--- src/rtl/cif_pkg.sv ---
package cif_pkg;

  // ----------------------------------------------------------------
  // Register map (byte addresses, one aligned word each)
  // ----------------------------------------------------------------
  localparam logic [3:0] OFF_FLAGS = 4'h0;
  localparam logic [3:0] OFF_IRQ_STATUS = 4'h4;
  localparam logic [3:0] OFF_IRQ_CLEAR = 4'h8;
  localparam logic [3:0] OFF_IRQ_ENABLE = 4'hC;

  // ----------------------------------------------------------------
  // Field layout of the flag word
  // ----------------------------------------------------------------
  localparam int unsigned FLAG_W = 16;
  localparam int unsigned BIT_OVERLOAD = 15;
  localparam int unsigned BIT_BUS_OFF = 14;
  localparam int unsigned BIT_ERR_PASSIVE = 13;
  localparam int unsigned BIT_RX_WARNING = 12;
  localparam int unsigned BIT_TX_WARNING = 11;
  localparam int unsigned BIT_REMOTE = 10;
  localparam int unsigned BIT_RX_MSG = 9;
  localparam int unsigned NUM_EVENTS = 7;
  localparam int unsigned NUM_W1C = 5;

  // ----------------------------------------------------------------
  // Error counter thresholds (counters are 9 bits wide)
  // ----------------------------------------------------------------
  localparam logic [8:0] BUS_OFF_LIMIT = 9'h100;
  localparam logic [8:0] PASSIVE_LIMIT = 9'h080;
  localparam logic [8:0] WARNING_LIMIT = 9'h060;

  // ----------------------------------------------------------------
  // Types and reset values
  // ----------------------------------------------------------------
  typedef enum logic [1:0] {
    CIF_ERR_ACTIVE = 2'h0,
    CIF_ERR_PASSIVE = 2'h1,
    CIF_BUS_OFF = 2'h3
  } cif_fault_state_t;

  typedef struct packed {
    logic flag;
  } cif_cell_t;

  typedef struct packed {
    logic [3:0] above;
    logic remote_flag;
    logic rx_msg_flag;
    logic [6:0] irq_status;
    logic [6:0] irq_enable;
    logic ack;
    logic [31:0] rdata;
  } cif_state_t;

  localparam cif_cell_t CELL_RESET = '{flag: 1'b0};
  localparam cif_state_t STATE_RESET = '0;

endpackage

--- src/rtl/cif_flag_cell.sv ---
`timescale 1ns/1ps
module cif_flag_cell (
  input wire logic clock_in,
  input wire logic rst_in,
  input wire logic set_in,
  input wire logic clear_in,
  output logic flag_out
);

  cif_pkg::cif_cell_t st_r;
  cif_pkg::cif_cell_t st_nxt;

  // ----------------------------------------------------------------
  // Sticky flag, cleared by a write of one
  // ----------------------------------------------------------------
  always_comb begin
    st_nxt = st_r;
    // Set is checked last so an event is never lost to a clear
    if (clear_in) begin
      st_nxt.flag = 1'b0;
    end
    if (set_in) begin
      st_nxt.flag = 1'b1;
    end
  end

  always_ff @(posedge clock_in) begin
    if (rst_in) begin
      st_r <= cif_pkg::CELL_RESET;
    end else begin
      st_r <= st_nxt;
    end
  end

  assign flag_out = st_r.flag;

endmodule

--- src/rtl/cif_interrupt_flags.sv ---
// The address map and the Avalon-MM slave port were decided locally.
`timescale 1ns/1ps
// Contract
// - An overload frame sent while error active or passive sets bit 15.
// - The transmit error count reaching 256 or more sets bit 14.
// - Either error count reaching 128 or more sets bit 13.
// - The receive error count reaching 96 or more sets bit 12.
// - The transmit error count reaching 96 or more sets bit 11.
// - A remote frame received in an unmasked mailbox sets bit 10.
// - Bit 10 is read-only and clears only when all remote pending bits are clear.
// - A data or remote frame received in an unmasked mailbox sets bit 9.
// - Bit 9 is read-only and clears only when all receive pending bits are clear.
// - The flag word is 16 bits and bits 15 to 9 are zero after reset.
// - Bits 15 to 11 clear on a write of one and keep their value on a write of zero.
module cif_interrupt_flags (
  input wire logic clock_in,
  input wire logic rst_in,
  input wire logic [3:0] address_in,
  input wire logic read_in,
  input wire logic write_in,
  input wire logic [3:0] byteenable_in,
  input wire logic [31:0] writedata_in,
  output logic [31:0] readdata_out,
  output logic waitrequest_out,
  output logic irq_out,
  input wire logic overload_sent_in,
  input wire logic [1:0] fault_state_in,
  input wire logic [8:0] transmit_error_count_in,
  input wire logic [8:0] receive_error_count_in,
  input wire logic [15:0] rx_complete_in,
  input wire logic [15:0] remote_rx_complete_in,
  input wire logic [15:0] mailbox_interrupt_mask_in,
  input wire logic [15:0] receive_complete_pending_in,
  input wire logic [15:0] remote_request_pending_in,
  output logic [15:0] can_interrupt_flags_out
);

  // ----------------------------------------------------------------
  // Declarations
  // ----------------------------------------------------------------
  cif_pkg::cif_state_t st_r;
  cif_pkg::cif_state_t st_nxt;
  logic [4:0] w1c_flag;
  logic [4:0] w1c_set;
  logic [4:0] w1c_clr;
  logic [3:0] above_now;
  logic remote_set;
  logic rx_set;
  logic [6:0] set_vec;
  logic [6:0] irq_clr;
  logic [15:0] flags;
  logic req;
  logic acc_wr;
  logic wr_flags;

  function automatic logic hit(input logic [3:0] addr, input logic [3:0] off);
    return addr == off;
  endfunction

  // ----------------------------------------------------------------
  // Bus handshake: one wait state per access
  // ----------------------------------------------------------------
  assign req = read_in | write_in;
  assign waitrequest_out = req & ~st_r.ack;
  assign acc_wr = write_in & st_r.ack;
  assign wr_flags = acc_wr & hit(address_in, cif_pkg::OFF_FLAGS) & byteenable_in[1];

  // ----------------------------------------------------------------
  // Event detection
  // ----------------------------------------------------------------
  // Threshold flags fire on crossing, so a clear is not undone at once
  // while the counter stays high
  assign above_now[3] = transmit_error_count_in >= cif_pkg::BUS_OFF_LIMIT;
  assign above_now[2] = (transmit_error_count_in >= cif_pkg::PASSIVE_LIMIT) ||
                        (receive_error_count_in >= cif_pkg::PASSIVE_LIMIT);
  assign above_now[1] = receive_error_count_in >= cif_pkg::WARNING_LIMIT;
  assign above_now[0] = transmit_error_count_in >= cif_pkg::WARNING_LIMIT;

  assign w1c_set[4] = overload_sent_in & (fault_state_in != cif_pkg::CIF_BUS_OFF);
  assign w1c_set[3:0] = above_now & ~st_r.above;
  assign remote_set = |(remote_rx_complete_in & ~mailbox_interrupt_mask_in);
  assign rx_set = |(rx_complete_in & ~mailbox_interrupt_mask_in);
  assign set_vec = {w1c_set, remote_set, rx_set};

  assign w1c_clr = wr_flags ? writedata_in[15:11] : 5'h00;
  assign irq_clr = (acc_wr & hit(address_in, cif_pkg::OFF_IRQ_CLEAR) & byteenable_in[1]) ?
                   writedata_in[15:9] : 7'h00;

  // ----------------------------------------------------------------
  // Write-one-to-clear flags
  // ----------------------------------------------------------------
  genvar g;
  generate
    for (g = 0; g < cif_pkg::NUM_W1C; g++) begin : g_cell
      cif_flag_cell u_cell (
        .clock_in(clock_in),
        .rst_in(rst_in),
        .set_in(w1c_set[g]),
        .clear_in(w1c_clr[g]),
        .flag_out(w1c_flag[g])
      );
    end
  endgenerate

  assign flags = {w1c_flag, st_r.remote_flag, st_r.rx_msg_flag, 9'h000};

  // ----------------------------------------------------------------
  // Next state
  // ----------------------------------------------------------------
  always_comb begin
    st_nxt = st_r;
    st_nxt.above = above_now;
    // Summary flags follow the pending words; a new set wins because the
    // pending word only shows the new bit one cycle later
    if (remote_set) begin
      st_nxt.remote_flag = 1'b1;
    end else if (remote_request_pending_in == 16'h0000) begin
      st_nxt.remote_flag = 1'b0;
    end
    if (rx_set) begin
      st_nxt.rx_msg_flag = 1'b1;
    end else if (receive_complete_pending_in == 16'h0000) begin
      st_nxt.rx_msg_flag = 1'b0;
    end
    st_nxt.irq_status = set_vec | (st_r.irq_status & ~irq_clr);
    if (acc_wr && hit(address_in, cif_pkg::OFF_IRQ_ENABLE) && byteenable_in[1]) begin
      st_nxt.irq_enable = writedata_in[15:9];
    end
    st_nxt.ack = req & ~st_r.ack;
    if (req && !st_r.ack) begin
      unique case (address_in)
        cif_pkg::OFF_FLAGS: st_nxt.rdata = {16'h0000, flags};
        cif_pkg::OFF_IRQ_STATUS: st_nxt.rdata = {16'h0000, st_r.irq_status, 9'h000};
        cif_pkg::OFF_IRQ_ENABLE: st_nxt.rdata = {16'h0000, st_r.irq_enable, 9'h000};
        default: st_nxt.rdata = 32'h0000_0000;
      endcase
    end
  end

  always_ff @(posedge clock_in) begin
    if (rst_in) begin
      st_r <= cif_pkg::STATE_RESET;
    end else begin
      st_r <= st_nxt;
    end
  end

  assign readdata_out = st_r.rdata;
  assign irq_out = |(st_r.irq_status & st_r.irq_enable);
  assign can_interrupt_flags_out = flags;
endmodule

--- config.mk ---
export PLATFORM = sky130hd
export DESIGN_NAME = cif_interrupt_flags
export DESIGN_NICKNAME = d
export VERILOG_FILES = /design/src/rtl/cif_pkg.sv /design/src/rtl/cif_flag_cell.sv /design/src/rtl/cif_interrupt_flags.sv
export SDC_FILE = /design/constraint.sdc
export NUM_CORES = 1
export LEC_CHECK = 0
export ABC_AREA = 1
export ABC_CLOCK_PERIOD_IN_PS = 1500
export BUFFER_PORTS_ARGS = -buffer_cell sky130_fd_sc_hd__buf_4
export CAP_MARGIN = 25
export CORE_MARGIN = 2
export CORE_UTILIZATION = 38
export DETAILED_ROUTE_END_ITERATION = 16
export GPL_TIMING_DRIVEN = 0
export PLACE_DENSITY = 0.81
export SLEW_MARGIN = 25
export SYNTH_ARGS = -nofsm -noshare
export SYNTH_HDL_FRONTEND = slang
export SYNTH_SLANG_ARGS = --single-unit
--- constraint.sdc ---
create_clock -name clock_in -period 1.5 [get_ports clock_in]
set_input_delay 0.375 -clock clock_in [delete_from_list [all_inputs] [get_ports clock_in]]
set_output_delay 0.375 -clock clock_in [all_outputs]
set_load 0.005 [all_outputs]
**Yosys cells after proc, flatten, opt, wreduce, memory -nomap -nowiden**

Index checks and enable logic that the tools add are counted.

- Divide/modulo/power cells: 0
- Eq/ne operators: 4
- $mul: 0
- Multiplexer cells: 17
- Order comparisons: 5
- Reduce and logical (&&, ||, !) cells: 18
- Add/subtract/negate cells: 0
- Bitwise logic cells: 18
- Shift operators: 0

Operator list:

| kind | number |
|---|---|
| $pmux W16 S3 | 1 |
| $and A16 B16 Y16 | 2 |
| $logic_not A16 Y1 | 2 |
| $reduce_or A16 Y1 | 2 |
| $ge A9 B7 Y1 const B | 2 |
| $ge A9 B8 Y1 const B | 2 |
| $not A16 Y16 | 1 |
| $and A7 B7 Y7 | 2 |
| $mux W1 | 14 |
| $reduce_bool A2 Y1 | 7 |
| $ge A9 B9 Y1 const B | 1 |
| $eq A4 B4 Y1 const B | 2 |
| $and A1 B1 Y1 | 7 |
| $mux W7 | 1 |
| $not A7 Y7 | 1 |
| $or A7 B7 Y7 | 1 |
| $reduce_or A7 Y1 | 1 |
| $mux W5 | 1 |
| $and A4 B4 Y4 | 1 |
| $eq A4 B3 Y1 const B | 1 |
| $logic_not A4 Y1 | 1 |
| $not A4 Y4 | 1 |
| $logic_and A1 B1 Y1 | 3 |
| $ne A2 B2 Y1 const B | 1 |
| 4 further kinds | 4 |

- Output and inout bits: 50
- Input bits: 145
- Bits in writable memories: 0
- ROM bits: 0
- Register bits after elaboration: 58
- Memories: 0
- Word-level logic and storage cells: 74
- Bits in latches: 0

**Longest topological paths before layout**

- Depth in word-level cells: 7
- Depth in mapped cells: 8
- Mapped depth without buffers: 7

**By module**

From an unflattened synthesis, not the netlist that was laid out.

- Cell total of the unflattened synthesis: 356
- Area total of the unflattened synthesis: 2277.2 um2

Modules (own cells, without submodules):

| module | area each (um2) | cells each | times used | sequential area each (um2) |
|---|---|---|---|---|
| cif_interrupt_flags | 2077.0 | 331 | 1 | 560.5 |
| cif_flag_cell | 40.0 | 5 | 5 | 20.0 |

**Worst setup path after synthesis**

OpenSTA, ideal clock, no wires.

- Path type: input to register
- Start: input address_in[2]
- End: register g_cell[0].u_cell.st_r
- Setup time: 0.137 ns
- Path buffers: 1
- Required time: 1.363 ns
- Cell stages on the path: 7
- Data arrival time: 1.143 ns
- Path slack: 0.220 ns
- Cell sequence: buf_4 nor2_2 nand2_1 nor2_2 nand2_1 nand2_1 a21oi_1

- Word-level cells in the longest chain between the ends: 5

RTL lines:

| what | line | text |
|---|---|---|
| start, declared | cif_interrupt_flags.sv:18 | `input wire logic [3:0] address_in,` |
| $logic_not A4 Y1 | cif_interrupt_flags.sv:57 | `return addr == off;` |
| $and A1 B1 Y1 (2 in series) | cif_interrupt_flags.sv:66 | `assign wr_flags = acc_wr & hit(address_in, cif_pkg::OFF_FLAGS) & byteenable_in[1];` |
| $mux W5 | cif_interrupt_flags.sv:85 | `assign w1c_clr = wr_flags ? writedata_in[15:11] : 5'h00;` |
| $reduce_bool A2 Y1 (no line) | n/a |  |
| end signal, assigned | cif_flag_cell.sv:29 | `st_r <= cif_pkg::CELL_RESET;` |
| end signal, assigned | cif_flag_cell.sv:31 | `st_r <= st_nxt;` |
| end, declared | cif_flag_cell.sv:10 | `cif_pkg::cif_cell_t st_r;` |

No other way between the ends.
A chain may end at the register's enable or synchronous reset.

**Final worst setup path**

- Start: register st_r[37] in the netlist's numbering
- End: output irq_out

- Word-level cells in the longest chain between the ends: 2

RTL lines:

| what | line | text |
|---|---|---|
| start, declared | cif_interrupt_flags.sv:41 | `cif_pkg::cif_state_t st_r;` |
| start signal, assigned | cif_interrupt_flags.sv:142 | `st_r <= cif_pkg::STATE_RESET;` |
| start signal, assigned | cif_interrupt_flags.sv:144 | `st_r <= st_nxt;` |
| $and A7 B7 Y7 | cif_interrupt_flags.sv:149 | `assign irq_out = \|(st_r.irq_status & st_r.irq_enable);` |
| $reduce_or A7 Y1 | cif_interrupt_flags.sv:149 |  |
| end, declared | cif_interrupt_flags.sv:25 | `output logic irq_out,` |

No other way between the ends.

==> results.tsv <==
metric	value	unit
all-layer global routing usage	19.8	%
critical path startpoint category	flip-flop	
Pre-Repair DR Iteration Count	4	
Fin. Hold Viols	0	
cells on worst reg2reg path	5	
Synth area leaders	dfxtp_1 (30%), buf_4 (17%), nand2_1 (16%), nor2_1 (7.9%), a21oi_1 (5.2%)	
final setup skew	0.00656	ns
vias in the first global route	2366	
Power Density	629	nW/um^2
top cell type's share of synthesized area	30.1	%
synthesis-stage register bit count	33	
I/O Buffers	120	
worst-path fanout max	2	
post-synth cell types	25	
hold depth	3	
r2r startpoint	st_r[32]$_SDFF_PP0_	
CP endpoint kind	primary output	
placed instance count	570	
initial drt markers	94	
CP Data Required Time	1.12	ns
NumNets Final	652	
clk sink count	33	
failing checks	negative setup slack	
total CTS buffers	5	
TritonCTS clock tree	yes	
fmax	0.647	GHz
Setup WS post-layout	-0.0446	ns
drt drc	0	
area of placed instances	3310	sq um
Avg Cell Area, Syn	6.37	sq um
Peak supply drop	446	uV
sequential power share	44.0	%
Switching Power	580	uW
Async S/R FF share, synth	0	%
RSZ-0062 raised after global routing	yes	
io pins	195	
combinational group share of total power	26.4	%
most frequent cell after synthesis	nand2_1	
sequential share of the synthesized area	30.1	%
Leak	0.00189	uW
core area	5540	sq um
Hold Startpoint	transmit_error_count_in[8]	
slew margin rel.	63.7	%
gp weighted congestion	0.828	
R2R setup slack	0.22	ns
max-slew violation count	0	
chip height	80.0	um
CP arrival	1.17	ns
crit path time final	1.54	ns
Initial Util	39.7	%
Gate Count Post-Synth	345	
largest net degree at the start of global routing	12	
reg2reg end	st_r[45]$_SDFF_PP0_	
layout cells sized above 1	39.8	%
diode count	0	
Area Overhead vs Synth	56.4	%
status	complete, but fails checks	
Skew-Pair Late Insertion Delay	0.29	ns
Die ar.	6410	sq um
Non-Filler Instances	580	
Max-Cap Viols	0	
GRT Residual Overflow	0	
clk buf depth	2	
Routed Antenna Nets	0	
vias per inst	4.35	
Ys Warns	0	
Syn Std Cell Area	2200	sq um
Power Internal	1580	uW
Hold EP	st_r[52]$_SDFF_PP0_	
Clk pwr share	29.7	%
detailed-route via count	2524	
Switching Share	26.8	%
Die X	80.0	um
hold crit path type	input port to flip-flop	
initial antenna violation count	0	
Non-Filler Cell Area, Final	3440	sq um
first-pass GRT wire length	10100	um
# H-tree levels	2	
Crit Path Class	flip-flop to primary output	
# rows	27	
Yosys top cell by area	dfxtp_1	
synth cell count leaders	nand2_1 (96), buf_4 (49), nor2_1 (46), dfxtp_1 (33), inv_1 (28)	
Synth Flop Type	dfxtp_1	
DR WL/cell	10.8	um
total wire length	6290	um
root buffer cell	clkbuf_8	
Worst-path clk slew	0.07	ns
crit path from	st_r[37]$_SDFFE_PP0P_	
EDFF count, synth	0	
dpl hpwl	5220	um
Tcrit/Tclk final	103	%
final setup fails	1	
Worst Tran Pin Value	0.545	ns
==> cell families after synthesis <==
kind of cell	share of synthesized area [%]
AND/OR/NAND/NOR	34.6
flip-flops	30.1
AO/OA/AOI/OAI	11.5
other	0.171
buffers and inverters	23.7
==> area by class of cell <==
type | instances | area [sq um]
Buffer | 56 | 404
Inverter | 31 | 116
Clock inverter | 3 | 17.5
Multi-Input combinational cell | 258 | 1150
Fill cell | 535 | 2100
Timing Repair Buffer | 122 | 920
Tap cell | 72 | 90.1
Sequential cell | 33 | 664
Clock buffer | 5 | 68.8
==> stage by stage <==
| stage | utilization [%] | power (uW) | setup TNS, ns | hold slack, ns | setup slack, ns |
|---|---|---|---|---|---|
| floorplan | - | 1240 | 0 | 0.446 | 0.220 |
| global placement | 59.8 | 1510 | 0 | 0.460 | 0.0257 |
| detailed placement | 59.8 | 1530 | -0.00933 | 0.462 | -0.00933 |
| CTS | 61.9 | 2170 | -0.0343 | 0.297 | -0.0343 |
| global route | 62.0 | 2280 | -0.0844 | 0.330 | -0.0844 |
| finish | 62.0 | 2160 | -0.0446 | 0.300 | -0.0446 |
==> cells in the final DEF (no fill, tap or decap), drive strengths merged <==
cell / count
a221oi: 1
or2: 3
clkinv: 2
clkbuf: 9
a22o: 1
o21ai: 9
inv: 31
nand3: 23
a211oi: 7
buf: 174
conb: 34
nand2: 98
nand4: 7
nor2: 51
clkinvlp: 1
a21oi: 23
a21o: 1
dfxtp: 33
==> routing by layer <==
metal,GRT usage [%],share of wire [%],up-vias
met5,0,0,-
met4,7.63,2.3,0
met3,4.64,9.1,16
met2,36.8,50,114
met1,21.3,38,1061
li1,-,-,1333
==> state kept, by name (all words and copies together), names as in the netlist <==
| name | count |
|---|---|
| g_cell.u_cell.flag_out | 5 |
| can_interrupt_flags_out | 2 |
| st_r | 19 |
| readdata_out | 7 |
==> worst max-delay path, cell delays in order (launching register included) <==
cell	delay [ns]
dfxtp_2	0.32
a22o_1	0.24
a21oi_2	0.11
nand2_1	0.08
buf_6	0.12
==> power groups by stage <==
stage	clock, uW	combinational (uW)	sequential (uW)
final	641	570	950
after detailed placement	0	559	967
after CTS	658	567	949
after global placement	0	549	965
after floorplan	0	283	956
after global routing	691	635	956
==> worst max-delay path by stage <==
stage                                             endpoint  depth (start not counted)  slack (ns)
finish                                             irq_out                          4       -0.04
global route                                       irq_out                          4       -0.08
CTS                                                irq_out                          4       -0.03
detailed placement  g_cell[0].u_cell.flag_out$_SDFFE_PP0P_                          7      -0.009
global placement    g_cell[3].u_cell.flag_out$_SDFFE_PP0P_                          7        0.03
floorplan           g_cell[0].u_cell.flag_out$_SDFFE_PP0P_                          7        0.22
==> repair_timing <==
action / 4_1_cts / 5_1_grt
resized for setup: 6 / 1
pin swaps: 2 / 0
buffers inserted: 2 / 0
setup endpoints to repair: 2 / 1
hold buffers: 0 / 0
No activity file was read; power rests on OpenSTA's default activity.
